File: config.mk
export PLATFORM = sky130hd
export DESIGN_NAME = floppy_host_phase_fifo_control
export DESIGN_NICKNAME = d
export VERILOG_FILES = /design/src/floppy_ctrl_pkg.sv /design/src/floppy_host_phase_fifo_control.sv
export SDC_FILE = /design/constraint.sdc
export NUM_CORES = 1
export LEC_CHECK = 0
export ABC_AREA = 1
export BUFFER_PORTS_ARGS = -buffer_cell sky130_fd_sc_hd__buf_2
export CAP_MARGIN = 20
export CORE_ASPECT_RATIO = 0.9
export CORE_MARGIN = 4
export CORE_UTILIZATION = 40
export DETAILED_ROUTE_END_ITERATION = 10
export PLACE_DENSITY = 0.73
export REMOVE_ABC_BUFFERS = 1
export SLEW_MARGIN = 40
export SYNTH_ARGS = -nofsm -noshare
export SYNTH_HDL_FRONTEND = slang
export SYNTH_SLANG_ARGS = --single-unit
File: constraint.sdc
create_clock -name mclk -period 3.2 [get_ports mclk]
set_input_delay 0.48 -clock mclk [delete_from_list [all_inputs] [get_ports mclk]]
set_output_delay 0.48 -clock mclk [all_outputs]
set_load 0.02 [all_outputs]
File: src/floppy_ctrl_pkg.sv
package floppy_ctrl_pkg;
    // ----------------------------------------------------------------
    // register map (byte addresses, one word each)
    // ----------------------------------------------------------------
    localparam logic [7:0] ADR_DOR      = 8'h00;
    localparam logic [7:0] ADR_RATE     = 8'h04;
    localparam logic [7:0] ADR_STATUS   = 8'h08;
    localparam logic [7:0] ADR_DATA     = 8'h0C;
    localparam logic [7:0] ADR_CFG0     = 8'h10;
    localparam logic [7:0] ADR_TIMING   = 8'h14;
    localparam logic [7:0] ADR_CONFIGURE = 8'h18;
    localparam logic [7:0] ADR_LEVEL    = 8'h1C;
    // ----------------------------------------------------------------
    // field positions
    // ----------------------------------------------------------------
    localparam int DOR_RESET_BIT  = 0;
    localparam int DOR_DMA_BIT    = 3;
    localparam int RATE_RESET_BIT = 7;
    localparam int RATE_PD_BIT    = 6;
    localparam int CFG0_IDENT_BIT = 3;
    localparam int CFG0_ENC_BIT   = 2;
    localparam int CFG0_SINGLE_BIT = 1;
    localparam int TIM_DMA_BIT    = 0;
    localparam int CONF_FIFO_BIT  = 4;
    localparam int CONF_POLL_BIT  = 5;
    localparam int ST_RQM_BIT     = 7;
    localparam int ST_DIO_BIT     = 6;
    localparam int ST_NDMA_BIT    = 5;
    localparam int ST_BUSY_BIT    = 4;
    // ----------------------------------------------------------------
    // reset values
    // ----------------------------------------------------------------
    localparam logic [7:0] CFG0_RST = 8'h02;
    localparam logic [7:0] CONF_RST = 8'h00;
    localparam logic [7:0] TIM_RST  = 8'h00;
    // ----------------------------------------------------------------
    // core answers to a command byte
    // ----------------------------------------------------------------
    localparam logic [1:0] REPLY_MORE   = 2'h0;
    localparam logic [1:0] REPLY_RESULT = 2'h1;
    localparam logic [1:0] REPLY_XREAD  = 2'h2;
    localparam logic [1:0] REPLY_XWRITE = 2'h3;

    typedef enum logic [1:0] {PH_CMD, PH_EXEC, PH_RESULT} phase_t;
    typedef enum logic [1:0] {MODE_A, MODE_B, MODE_C} opmode_t;
endpackage

File: src/floppy_host_phase_fifo_control.sv
`timescale 1ns/1ps
module floppy_host_phase_fifo_control
    import floppy_ctrl_pkg::*;
#(
    parameter int DEPTH = 16
) (
    // clock and resets
    input  wire logic        mclk,
    input  wire logic        srst,
    input  wire logic        porRst,
    // wishbone slave
    input  wire logic        wbCyc,
    input  wire logic        wbStb,
    input  wire logic        wbWe,
    input  wire logic [7:0]  wbAdr,
    input  wire logic [3:0]  wbSel,
    input  wire logic [31:0] wbDatI,
    output logic      [31:0] wbDatO,
    output logic             wbAck,
    // dma pins
    input  wire logic        dmaAckN,
    input  wire logic        iorN,
    input  wire logic        iowN,
    input  wire logic        tcPin,
    input  wire logic [7:0]  dmaDataIn,
    output logic      [7:0]  dmaDataOut,
    output logic             dmaRequestOut,
    output logic             dmaRequestOeN,
    output logic             controllerInterruptOut,
    output logic             controllerInterruptOeN,
    // drive side
    input  wire logic        densityHigh,
    output logic             densitySelect,
    output logic             pollingActive,
    output logic             powerDown,
    output logic             coreInReset,
    // core command side
    output logic      [7:0]  cmdByte,
    output logic             cmdStrobe,
    input  wire logic        cmdReply,
    input  wire logic [1:0]  cmdReplyCode,
    input  wire logic        resultValid,
    input  wire logic [7:0]  resultByte,
    input  wire logic        resultLast,
    input  wire logic        execDone,
    output logic             execFinished,
    // core data side
    input  wire logic        diskPushValid,
    input  wire logic [7:0]  diskPushData,
    input  wire logic        diskSectorEnd,
    output logic             diskPushReady,
    output logic             diskPopValid,
    output logic      [7:0]  diskPopData,
    input  wire logic        diskPopReady
);
    localparam int CW = $clog2(DEPTH) + 1;
    localparam int AW = $clog2(DEPTH);

    // ----------------------------------------------------------------
    // registers
    // ----------------------------------------------------------------
    logic            dorReset_ff;
    logic            dorDma_ff;
    logic            rateReset_ff;
    logic            pwrDown_ff;
    logic [7:0]      cfg0_ff;
    logic [7:0]      timing_ff;
    logic [7:0]      configure_ff;
    logic            ack_ff;
    logic [31:0]     rdData_ff;
    phase_t          phase_ff;
    logic            cmdWait_ff;
    logic            busy_ff;
    logic            execRead_ff;
    logic            xferReq_ff;
    logic            writeClosed_ff;
    logic            lastLoaded_ff;
    logic            dackSeen_ff;
    logic            resultHave_ff;
    logic            resultIsLast_ff;
    logic [7:0]      resultData_ff;
    logic [7:0]      cmdByte_ff;
    logic            cmdStrobe_ff;
    logic            execFin_ff;
    logic            prevDack_ff;
    logic            prevIor_ff;
    logic            prevIow_ff;
    logic [7:0]      mem [DEPTH];
    logic [AW-1:0]   wrPtr_ff;
    logic [AW-1:0]   rdPtr_ff;
    logic [CW-1:0]   count_ff;

    // ----------------------------------------------------------------
    // decode
    // ----------------------------------------------------------------
    wire       busReq    = wbCyc & wbStb;
    wire       busDone   = busReq & ack_ff;
    wire       wrEn      = busDone & wbWe & wbSel[0];
    wire       rdEn      = busDone & ~wbWe;
    wire       coreRst   = srst | dorReset_ff | rateReset_ff;
    wire       hitDor    = wbAdr == ADR_DOR;
    wire       hitRate   = wbAdr == ADR_RATE;
    wire       hitData   = wbAdr == ADR_DATA;
    wire       hitCfg0   = wbAdr == ADR_CFG0;
    wire       hitTim    = wbAdr == ADR_TIMING;
    wire       hitConf   = wbAdr == ADR_CONFIGURE;

    function automatic opmode_t decodeMode(input logic ident, input logic enc);
        if (ident) begin
            decodeMode = MODE_A;
        end else if (enc) begin
            decodeMode = MODE_B;
        end else begin
            decodeMode = MODE_C;
        end
    endfunction

    wire opmode_t mode   = decodeMode(cfg0_ff[CFG0_IDENT_BIT], cfg0_ff[CFG0_ENC_BIT]);
    wire       isModeB   = mode == MODE_B;
    wire       singleXfer = cfg0_ff[CFG0_SINGLE_BIT];
    wire       dmaMode   = timing_ff[TIM_DMA_BIT];
    wire       inExec    = phase_ff == PH_EXEC;
    // fifo held to byte mode outside execution so an illegal command never leaves stale data
    wire       fifoOn    = configure_ff[CONF_FIFO_BIT] & inExec;
    wire [CW-1:0] effDepth = fifoOn ? CW'(DEPTH) : CW'(1);
    wire [CW-1:0] thrBytes = fifoOn ? CW'(configure_ff[3:0]) + CW'(1) : CW'(1);
    wire       fifoEmpty = count_ff == '0;
    wire       fifoFull  = count_ff >= effDepth;

    // terminal count polarity per mode
    wire       tcActive  = isModeB ? ~tcPin : tcPin;
    wire       dackAct   = ~dmaAckN & dmaMode;
    wire       dackEdge  = dackAct & prevDack_ff;
    wire       iorEdge   = ~iorN & prevIor_ff;
    wire       iowEdge   = ~iowN & prevIow_ff;
    // byte mode read strobes on acknowledge alone, which covers verify cycles
    wire       dmaRdStb  = inExec & execRead_ff & (fifoOn ? (dackAct & iorEdge) : dackEdge);
    wire       dmaWrStb  = inExec & ~execRead_ff & dackAct & iowEdge;
    wire       hostRdStb = rdEn & hitData & inExec & execRead_ff & ~dmaMode;
    wire       hostWrStb = wrEn & hitData & inExec & ~execRead_ff & ~dmaMode;
    wire       diskPush  = inExec & execRead_ff & diskPushValid & ~fifoFull;
    wire       diskPop   = inExec & ~execRead_ff & diskPopReady & ~fifoEmpty;
    wire       doPush    = (diskPush | dmaWrStb | hostWrStb) & ~fifoFull;
    wire       doPop     = (dmaRdStb | hostRdStb | diskPop) & ~fifoEmpty;
    wire       tcQual    = tcActive & dackAct;
    wire       lastRdByte = execRead_ff & lastLoaded_ff & (count_ff == CW'(1)) & dmaRdStb;
    wire       lastWrByte = ~execRead_ff & dmaWrStb & tcActive;

    // request levels per direction
    wire       rdTrigger = ~fifoEmpty & ((count_ff >= effDepth - thrBytes + CW'(fifoOn ? 0 : 1))
                           | lastLoaded_ff);
    wire       wrLow     = fifoOn ? (count_ff <= thrBytes) : fifoEmpty;
    wire       wrDrain   = writeClosed_ff & fifoEmpty;
    wire       cmdAccept = wrEn & hitData & (phase_ff == PH_CMD) & ~cmdWait_ff;
    wire       resRead   = rdEn & hitData & (phase_ff == PH_RESULT) & resultHave_ff;

    wire       request_for_master       = (phase_ff == PH_CMD) ? ~cmdWait_ff :
                           (phase_ff == PH_RESULT) ? resultHave_ff :
                           (xferReq_ff & ~dmaMode);
    wire       transfer_direction_bit       = (phase_ff == PH_RESULT) | (inExec & execRead_ff);
    wire [7:0] statusVal = {request_for_master, transfer_direction_bit, inExec & ~dmaMode, busy_ff, 4'h0};
    wire [7:0] dataVal   = (phase_ff == PH_RESULT) ? resultData_ff : mem[rdPtr_ff];

    wire [7:0] rdMux = hitDor   ? {4'h0, dorDma_ff, 2'h0, dorReset_ff} :
                       hitRate  ? {rateReset_ff, pwrDown_ff, 6'h00} :
                       (wbAdr == ADR_STATUS) ? statusVal :
                       hitData  ? dataVal :
                       hitCfg0  ? cfg0_ff :
                       hitTim   ? timing_ff :
                       hitConf  ? configure_ff :
                       (wbAdr == ADR_LEVEL) ? 8'(count_ff) : 8'h00;

    // ----------------------------------------------------------------
    // bus slave
    // ----------------------------------------------------------------
    always_ff @(posedge mclk) begin
        if (srst) begin
            ack_ff    <= 1'b0;
            rdData_ff <= 32'h0000_0000;
        end else begin
            ack_ff    <= busReq & ~ack_ff;
            rdData_ff <= {24'h00_0000, rdMux};
        end
    end

    // ----------------------------------------------------------------
    // reset and mode registers
    // ----------------------------------------------------------------
    always_ff @(posedge mclk) begin
        if (srst) begin
            dorReset_ff  <= 1'b1;
            dorDma_ff    <= 1'b0;
            rateReset_ff <= 1'b0;
            pwrDown_ff   <= 1'b0;
            cfg0_ff      <= CFG0_RST;
        end else begin
            rateReset_ff <= wrEn & hitRate & wbDatI[RATE_RESET_BIT];
            if (wrEn & hitDor) begin
                dorReset_ff <= wbDatI[DOR_RESET_BIT];
                dorDma_ff   <= wbDatI[DOR_DMA_BIT];
            end
            if (coreRst) begin
                pwrDown_ff <= 1'b0;
            end else if (wrEn & hitRate) begin
                pwrDown_ff <= wbDatI[RATE_PD_BIT];
            end
            if (wrEn & hitCfg0) begin
                cfg0_ff <= {4'h0, wbDatI[3:1], 1'b0};
            end
        end
    end

    // timing setup survives the pin reset, only power-on clears it
    always_ff @(posedge mclk) begin
        if (porRst) begin
            timing_ff <= TIM_RST;
        end else if (wrEn & hitTim) begin
            timing_ff <= {7'h00, wbDatI[TIM_DMA_BIT]};
        end
    end

    always_ff @(posedge mclk) begin
        if (coreRst) begin
            configure_ff <= CONF_RST;
        end else if (wrEn & hitConf) begin
            configure_ff <= {2'h0, wbDatI[5:0]};
        end
    end

    // ----------------------------------------------------------------
    // phase sequencing
    // ----------------------------------------------------------------
    always_ff @(posedge mclk) begin
        if (coreRst) begin
            phase_ff        <= PH_CMD;
            cmdWait_ff      <= 1'b0;
            busy_ff         <= 1'b0;
            execRead_ff     <= 1'b0;
            cmdByte_ff      <= 8'h00;
            cmdStrobe_ff    <= 1'b0;
            execFin_ff      <= 1'b0;
            resultHave_ff   <= 1'b0;
            resultIsLast_ff <= 1'b0;
            resultData_ff   <= 8'h00;
        end else begin
            cmdStrobe_ff <= cmdAccept;
            execFin_ff   <= 1'b0;
            if (cmdAccept) begin
                cmdByte_ff <= wbDatI[7:0];
                cmdWait_ff <= 1'b1;
                busy_ff    <= 1'b1;
            end
            unique case (phase_ff)
                PH_CMD: begin
                    if (cmdWait_ff & cmdReply) begin
                        unique case (cmdReplyCode)
                            REPLY_MORE: begin
                                cmdWait_ff <= 1'b0;
                            end
                            REPLY_RESULT: begin
                                phase_ff <= PH_RESULT;
                            end
                            REPLY_XREAD, REPLY_XWRITE: begin
                                phase_ff    <= PH_EXEC;
                                execRead_ff <= cmdReplyCode == REPLY_XREAD;
                            end
                        endcase
                    end
                end
                PH_EXEC: begin
                    if ((execRead_ff & execDone) | (~execRead_ff & wrDrain)) begin
                        phase_ff   <= PH_RESULT;
                        execFin_ff <= 1'b1;
                    end
                end
                PH_RESULT: begin
                    if (resRead) begin
                        resultHave_ff <= 1'b0;
                        if (resultIsLast_ff) begin
                            phase_ff   <= PH_CMD;
                            cmdWait_ff <= 1'b0;
                            busy_ff    <= 1'b0;
                        end
                    end else if (resultValid & ~resultHave_ff) begin
                        resultHave_ff   <= 1'b1;
                        resultData_ff   <= resultByte;
                        resultIsLast_ff <= resultLast;
                    end
                end
                default: begin
                    phase_ff <= PH_CMD;
                end
            endcase
        end
    end

    // ----------------------------------------------------------------
    // fifo storage
    // ----------------------------------------------------------------
    always_ff @(posedge mclk) begin
        if (coreRst) begin
            wrPtr_ff <= '0;
            rdPtr_ff <= '0;
            count_ff <= '0;
        end else begin
            if (doPush) begin
                wrPtr_ff <= (wrPtr_ff == AW'(DEPTH - 1)) ? '0 : wrPtr_ff + AW'(1);
            end
            if (doPop) begin
                rdPtr_ff <= (rdPtr_ff == AW'(DEPTH - 1)) ? '0 : rdPtr_ff + AW'(1);
            end
            count_ff <= count_ff + CW'(doPush) - CW'(doPop);
        end
    end

    always_ff @(posedge mclk) begin
        if (doPush) begin
            mem[wrPtr_ff] <= execRead_ff ? diskPushData : (dmaWrStb ? dmaDataIn : wbDatI[7:0]);
        end
    end

    // ----------------------------------------------------------------
    // transfer request
    // ----------------------------------------------------------------
    always_ff @(posedge mclk) begin
        if (coreRst) begin
            xferReq_ff     <= 1'b0;
            writeClosed_ff <= 1'b0;
            lastLoaded_ff  <= 1'b0;
            dackSeen_ff    <= 1'b0;
            prevDack_ff    <= 1'b0;
            prevIor_ff     <= 1'b0;
            prevIow_ff     <= 1'b0;
        end else begin
            prevDack_ff <= ~dackAct;
            prevIor_ff  <= iorN;
            prevIow_ff  <= iowN;
            dackSeen_ff <= dackAct;
            if (!inExec) begin
                xferReq_ff     <= (phase_ff == PH_CMD) & cmdWait_ff & cmdReply & (cmdReplyCode == REPLY_XWRITE);
                writeClosed_ff <= 1'b0;
                lastLoaded_ff  <= 1'b0;
            end else if (execRead_ff) begin
                if (diskPush & diskSectorEnd) begin
                    lastLoaded_ff <= 1'b1;
                end else if (fifoEmpty) begin
                    lastLoaded_ff <= 1'b0;
                end
                if (fifoEmpty | lastRdByte | (dmaMode & tcQual)) begin
                    xferReq_ff <= 1'b0;
                end else if (rdTrigger) begin
                    xferReq_ff <= 1'b1;
                end
            end else begin
                if (tcQual | lastWrByte | (~dmaMode & tcActive)) begin
                    writeClosed_ff <= 1'b1;
                end
                if (writeClosed_ff | tcQual | lastWrByte | fifoFull) begin
                    xferReq_ff <= 1'b0;
                end else if (wrLow) begin
                    xferReq_ff <= 1'b1;
                end
            end
        end
    end

    // single mode masks the request while acknowledge is held; burst ignores it
    wire dmaReqLevel = dmaMode & xferReq_ff & ~(singleXfer & dackSeen_ff);
    // interrupt also drops once a closed write sees count and acknowledge both idle
    wire intLevel    = (~dmaMode & xferReq_ff & ~(writeClosed_ff & ~tcActive & ~dackAct))
                       | ((phase_ff == PH_RESULT) & resultHave_ff);
    wire pinsDriven  = isModeB | dorDma_ff;

    // ----------------------------------------------------------------
    // outputs
    // ----------------------------------------------------------------
    assign wbAck                  = ack_ff;
    assign wbDatO                 = ack_ff ? rdData_ff : 32'h0000_0000;
    assign dmaDataOut             = mem[rdPtr_ff];
    assign dmaRequestOut          = dmaReqLevel;
    assign dmaRequestOeN          = ~pinsDriven;
    assign controllerInterruptOut = intLevel;
    assign controllerInterruptOeN = ~pinsDriven;
    assign densitySelect          = (mode == MODE_A) ? densityHigh : ~densityHigh;
    assign pollingActive          = ~configure_ff[CONF_POLL_BIT];
    assign powerDown              = pwrDown_ff;
    assign coreInReset            = dorReset_ff | rateReset_ff;
    assign cmdByte                = cmdByte_ff;
    assign cmdStrobe              = cmdStrobe_ff;
    assign execFinished           = execFin_ff;
    assign diskPushReady          = inExec & execRead_ff & ~fifoFull;
    assign diskPopValid           = inExec & ~execRead_ff & ~fifoEmpty;
    assign diskPopData            = mem[rdPtr_ff];
endmodule

-- Word level (Yosys, flattened, before mapping)
Memories as Yosys holds them, arrays and structs flattened. A register that Yosys moved wholly into a read port is not among the register bits.
Cells that the tools add are included.
Widths: inputs -> output; s select.
- word-level logic and storage cells: 253
- output and inout bits: 69
- bits in writable memories: 128
- flip-flop bits (word level): 92
- bits of input ports: 88
- memories kept: 1
- magnitude comparators: 3
- bitwise gates (word level): 110
- multiplexer cells: 56
- $add $sub $neg: 7
- reduce and logical (&&, ||, !) cells: 20
- equality and inequality tests: 23
- memories (memory ; words ; bits a word ; rd ports ; clocked after Yosys merged registers in ; write ports ; line ; RTL):
    mem ; 16 ; 8 ; 1 ; 1 ; 1 ; floppy_host_phase_fifo_control.sv:88 ; logic [7:0] mem [DEPTH];
- operators by type and width (kind ; number):
    $and 1x1->1 ; 70
    $mux 8 ; 7
    $eq 8x5->1 const B ; 4
    $mux 32 ; 1
    $mux 1 ; 29
    $not 1->1 ; 21
    $or 1x1->1 ; 19
    $mux 6 ; 3
    $eq 8x4->1 const B ; 2
    $mux 4 ; 4
    $mux 5 ; 3
    $mux 2 ; 6
    $add 5x1->5 ; 2
    $ge 5x5->1 ; 2
    $add 4x1->4 const B ; 2
    $eq 4x4->1 const B ; 2
    $eq 8x3->1 const B ; 1
    $logic_not 8->1 ; 1
    $ne 4x2->1 const B ; 2
    $reduce_and 2->1 ; 4
    $reduce_or 2->1 ; 4
    $eq 2x1->1 const B ; 3
    $eq 2x2->1 const B ; 3
    $logic_not 2->1 ; 3
    17 further kinds ; 21

-- Depth between registers and ports, before layout
- word-level depth: 12
- depth in mapped cells: 24
- gate-level depth less buffers: 24

-- Least setup slack after synthesis
OpenSTA, ideal clock, no wires.
- kind: flip-flop to flip-flop
- from: register phase_ff[0]
- to: register count_ff[4]
- cell stages (with the launch flop): 24
- arrival time: 3169 ps
- clock period less this slack: 3289 ps
- required time: 3080 ps
- path buffers: 0
- path slack: -89 ps
- library setup time: 120 ps
- path through: dfxtp_1 > inv_2 > nor2_4 > nand2_2 > ha_1 > nand2_1 > nand2_1 > nand2_1 > nand2_1 > nor2_2 > nand2_4 > nand2_8 > inv_1 > ha_1 > inv_1 > ha_1 > inv_1 > fa_1 > nor2_1 > nor2_1 > nor2_1 > nor2_1 > o21ai_0 > a21oi_1
- cells in the longest elaborated chain, start to end: 11
- elaborated cells between the ends (all ways): 29
- classes of those cells: add/sub: 2; order compare: 1; eq/ne: 1; mux: 2; bitwise: 23
- ends and longest elaborated chain (what ; line ; RTL):
    from (decl) ; floppy_host_phase_fifo_control.sv:71 ; phase_t phase_ff;
    from (signal assigned) ; floppy_host_phase_fifo_control.sv:235 ; phase_ff <= PH_CMD;
    from (signal assigned) ; floppy_host_phase_fifo_control.sv:261 ; phase_ff <= PH_RESULT;
    from (signal assigned) ; floppy_host_phase_fifo_control.sv:264 ; phase_ff <= PH_EXEC;
    $eq 2x1->1 * ; floppy_host_phase_fifo_control.sv:122 ; wire inExec = phase_ff == PH_EXEC;
    $and 1x1->1 ; floppy_host_phase_fifo_control.sv:124 ; wire fifoOn = configure_ff[CONF_FIFO_BIT] & inExec;
    $mux 5 ; floppy_host_phase_fifo_control.sv:125 ; wire [CW-1:0] effDepth = fifoOn ? CW'(DEPTH) : CW'(1);
    $ge 5x5->1 ; floppy_host_phase_fifo_control.sv:128 ; wire fifoFull = count_ff >= effDepth;
    $not 1->1 ; floppy_host_phase_fifo_control.sv:141, floppy_host_phase_fifo_control.sv:143 ;
    $and 1x1->1 ; floppy_host_phase_fifo_control.sv:141 ; wire diskPush = inExec & execRead_ff & diskPushValid & ~fifoFull;
    $or 1x1->1 (2 in a row) ; floppy_host_phase_fifo_control.sv:143 ; wire doPush = (diskPush | dmaWrStb | hostWrStb) & ~fifoFull;
    $and 1x1->1 ; floppy_host_phase_fifo_control.sv:143 ;
    $add 5x1->5 ; floppy_host_phase_fifo_control.sv:312 ; count_ff <= count_ff + CW'(doPush) - CW'(doPop);
    $sub 5x1->5 * ; floppy_host_phase_fifo_control.sv:312 ;
    to (signal assigned) ; floppy_host_phase_fifo_control.sv:312 ;
    to (decl) ; floppy_host_phase_fifo_control.sv:91 ; logic [CW-1:0] count_ff;
Every way passes the cells marked *; elsewhere a longest branch is shown, timed or not.
A chain may end at the register's enable or synchronous reset.

-- Final worst setup path
- from: register count_ff[2]
- to: register count_ff[4]
- cells in the longest elaborated chain, start to end: 8
- elaborated cells between the ends (all ways): 13
- classes of those cells: add/sub: 2; order compare: 1; bitwise: 9; reduce/logical: 1
- ends and longest elaborated chain (what ; line):
    $ge 5x5->1 ; floppy_host_phase_fifo_control.sv:128
    $not 1->1 ; floppy_host_phase_fifo_control.sv:141, floppy_host_phase_fifo_control.sv:143
    $and 1x1->1 ; floppy_host_phase_fifo_control.sv:141
    $or 1x1->1 (2 in a row) ; floppy_host_phase_fifo_control.sv:143
    $and 1x1->1 ; floppy_host_phase_fifo_control.sv:143
    $add 5x1->5 ; floppy_host_phase_fifo_control.sv:312
    $sub 5x1->5 * ; floppy_host_phase_fifo_control.sv:312
Marks and branches as above.

==> results <==
- The run finished with clean final reports.
- The number of global-route vias before repair is 7435.
- After global routing the overflow that remains totals 0.
- The total instance count after detailed placement is 1528.
- The total number of clock tree sinks is 200.
- The async set-or-reset flop fraction in the synthesized netlist is 0%.
- The via count is 8095.
- The number of warnings issued by yosys is 0.
- The min-delay analysis places its worst path in the category input pin to flip-flop.
- The layout-stage area growth over the synthesis result is 16.1%.
- For this run, the leading register cell type out of synthesis is sky130_fd_sc_hd__edfxtp_1.
- The initial core utilization is 40.6%.
- Pin placement for this block handled 157 I/O pins.
- The final setup TNS is 0 ns.
- The count of endpoints failing setup in the final report is 0.
- The count of endpoints failing hold in the final timing report was 0.
- The leakage dissipation is 4.91 nW.
- Before antenna repair, the detailed router went through 6 iterations.
- The post-route cell area is 11400 sq um.
- The critical path capture point type is a flip-flop.
- Entering global routing, the biggest net connects 68 pins.
- In the layout the commonest cells are sky130_fd_sc_hd__nand2_1, sky130_fd_sc_hd__nor2_1, sky130_fd_sc_hd__inv_1.
- Of the synthesized area, sequential elements account for 53.7%.
- The slowest stage cell on the critical path is sky130_fd_sc_hd__dfxtp_1.
- The root buffer cell chosen for the clock tree is sky130_fd_sc_hd__clkbuf_16.
- Power spread over the standard cell area amounts to 441 nW/um^2.
- The overall die width is 173 microns.
- The count of maximum capacitance violations is 0.
- Once detail routing completed, the nets flagged for antenna violations numbered 0.
- The proportion of layout cells with a drive suffix above 1 is 18.3%.
- The cell area that synthesis handed to floorplanning was 9850 sq um.
- The distinct cell type count after synthesis is 46.
- The quantity of hold-fixing buffers added after cts is 0.
- Measured along the y axis, the die boundary spans 157 microns.
- The later pin in the worst-skew pair is clocked with a latency of 0.44 ns.
- Setup repair after global routing left no endpoint under its margin.
- The family with the most delay on the worst path is adder cells.
- Clock tree synthesis inserted a total of 17 buffers.
- In the global route stage, overall resource usage came out at 18.7%.
- The largest single stage delay on the critical path is 0.41 ns.
- The final critical path takes up 95.4% of the cycle.
- The iteration-0 DRC count of the detailed router is 1019.
- At the pin with the least slew margin, the transition time is 0.786 ns.
- The number of storage elements in the synthesis netlist is 200.
- The clock tree from TritonCTS is built.
- The detailed placement HPWL is 18600 microns.
- The setup skew after layout is 0.0129 ns.
- The worst-case IR drop observed on VDD is 0.385 mV.
- Data on the critical path is required at its endpoint by 3.53 ns.
- In this run the core area contains 54 standard-cell rows.
- The buffer depth of the longest clock path is 2.
- The first global-routing pass estimated 39800 microns of wire.
- The core utilization of the finished layout is 47.1%.
- The initial antenna violation count is 3.
- In the routed layout, each cell is associated on average with a via count of 5.17.
- The number of H-tree branching levels is 4.
- Walking the worst path, the cells encountered are inv_2 > ha_1 > inv_1 > nor2_1 > nand2_1 > nand2_1 > nand2_1 > nand2_2 > nor2_4 > nand2_4 > nand2_8 > inv_1 > ha_1 > inv_1 > ha_2 > inv_1 > fa_2 > nor2_4 > nor2_1 > nor2_1 > nor2_1 > o21ai_1 > a21oi_1.
- Total power for the finished layout comes to 5.05 mW.
- After technology mapping, the gate count stands at 1118.
- Timing would allow up to 328 MHz.
- The die covers 27200 sq um.
- The congestion estimate from routability-driven global placement came to 0.904.
- STA classifies the critical path startpoint as a flip-flop.
- Dividing the detail-routed wire length by the instance count gives 16.6 microns.
- In this run the mean area of a mapped cell was 8.81 sq um.
- In this run, synthesis inferred 128 flip-flops with an integrated enable.
- The critical setup path kind is flip-flop to flip-flop.
- In the routed design, unresolved DRC markers number 0.
- The library cell used most frequently in the layout, excluding fill and tap cells, is sky130_fd_sc_hd__nand2_1.
- During placement, the flow inserted port buffers numbering 105.
- The area of the placeable core is 24300 sq um.
- Counting both buffers and inverters, the worst setup path holds a total of 5.
- After detailed placement, the total cell area comes to 10800 sq um.
- The final non-filler cell total is 1566.
- In the final design database the tool counted 1360 nets.
- The relative max-transition margin is 47.4%.
- The count of final max-slew check failures is 0.
- After detailed routing, the total wire length is 25900 microns.
- The shortest clock period the worst path allows after layout is 3.05 ns.
- The clock edge transition at the registers on the reported setup and hold paths is 0.08 ns.
- The arrival time reported for the critical path endpoint is 3.38 ns.
- In this run the worst path has a maximum fanout of 5.
power by group:
part | internal (mW) | switching (mW)
logic | 0.0424 | 0.102
clock network | 1.17 | 0.994
registers | 2.74 | 0.000443
what timing repair did:
action,4_1_cts,5_1_grt
resized for setup,0,12
setup endpoints to repair,0,2
setup buffers,0,4
routing by layer:
metal	global-route usage [%]	vias to the layer above	part of all wire, %
li1	-	3887	-
met1	25.6	3817	43
met4	6.42	4	2.6
met5	0	-	0.13
met3	5.29	45	9.3
met2	28.6	342	45
logic make-up (layout without fill, tap and decap cells):
group	after synthesis	after routing	synth area share, %
AO/OA/AOI/OAI	167	167	9.42
AND/OR/NAND/NOR	501	501	22.5
flip-flops	200	200	53.7
other	2	27	0.0763
buffers and inverters	211	326	9.75
adder cells (fa/ha/maj)	29	29	3.84
XOR/XNOR	8	8	0.712
stage by stage:
step / setup slack [ns] / hold WS [ns]
5_1_grt: 0.0239 / 0.191
4_1_cts: 0.0181 / 0.189
3_3_place_gp: 0.142 / 0.430
6_report: 0.148 / 0.198
3_5_place_dp: 0.0398 / 0.436
2_1_floorplan: -0.150 / 0.427
Yosys cell counts (4+ instances only):
cell                       count  area [sq um]
sky130_fd_sc_hd__dfxtp_1      72          1440
sky130_fd_sc_hd__nand3_1     101           505
sky130_fd_sc_hd__inv_1       134           503
sky130_fd_sc_hd__edfxtp_1    128          3840
sky130_fd_sc_hd__a21oi_1      56           280
sky130_fd_sc_hd__nand4_1       8          50.1
sky130_fd_sc_hd__nand2_4       7          78.8
sky130_fd_sc_hd__inv_2         5          18.8
sky130_fd_sc_hd__nor3_1        7          35.0
sky130_fd_sc_hd__nand2_1     216           811
sky130_fd_sc_hd__o21ai_0      74           370
sky130_fd_sc_hd__nor2_2        4          25.0
sky130_fd_sc_hd__clkbuf_1     17          63.8
sky130_fd_sc_hd__nor2_1      141           529
sky130_fd_sc_hd__o211ai_1     21           158
sky130_fd_sc_hd__buf_2        14          70.1
sky130_fd_sc_hd__xor2_1        5          43.8
sky130_fd_sc_hd__ha_1         27           338
sky130_fd_sc_hd__buf_4        35           263
area by class of cell:
class | count | area (sq um)
sequential | 200 | 5290
clock buffer | 17 | 425
tap | 308 | 385
inverter | 143 | 538
antenna | 2 | 5.00
fill | 2273 | 12800
clock inverter | 15 | 164
multi-input combinational | 730 | 3730
timing repair buffer | 151 | 896
final timing paths:
path                                start                   endpoint  slack (ns)  cells past startpoint
hold reg to reg   cmdByte[5]$_SDFFE_PP0P_    cmdByte[5]$_SDFFE_PP0P_        0.44                      2
setup / recovery   count_ff[2]$_SDFF_PP0_     count_ff[4]$_SDFF_PP0_        0.15                     23
setup reg to reg   count_ff[2]$_SDFF_PP0_     count_ff[4]$_SDFF_PP0_        0.15                     23
hold / removal                     porRst  timing_ff[0]$_SDFFE_PP0P_        0.20                      2
worst reg2reg max path, delay by kind of cell, from the launching register on:
family | cells | cell delay, ns
AOI/OAI and AO/OA | 2 | 0.16
adders and majority gates | 4 | 1.07
buffers and inverters | 5 | 0.33
and+or+nand+nor | 12 | 0.97
DFF | 1 | 0.41
registers in the layout (all words and copies together), names as in the netlist, 2 cells and up, named ones only:
name,count
configure_ff,6
resultData_ff,8
rdData_ff,8
wrPtr_ff,4
count_ff,5
mem,128
phase_ff,2
cmdByte,8
cfg0_ff,3
rdPtr_ff,4
No activity file was read; power rests on OpenSTA's default activity.
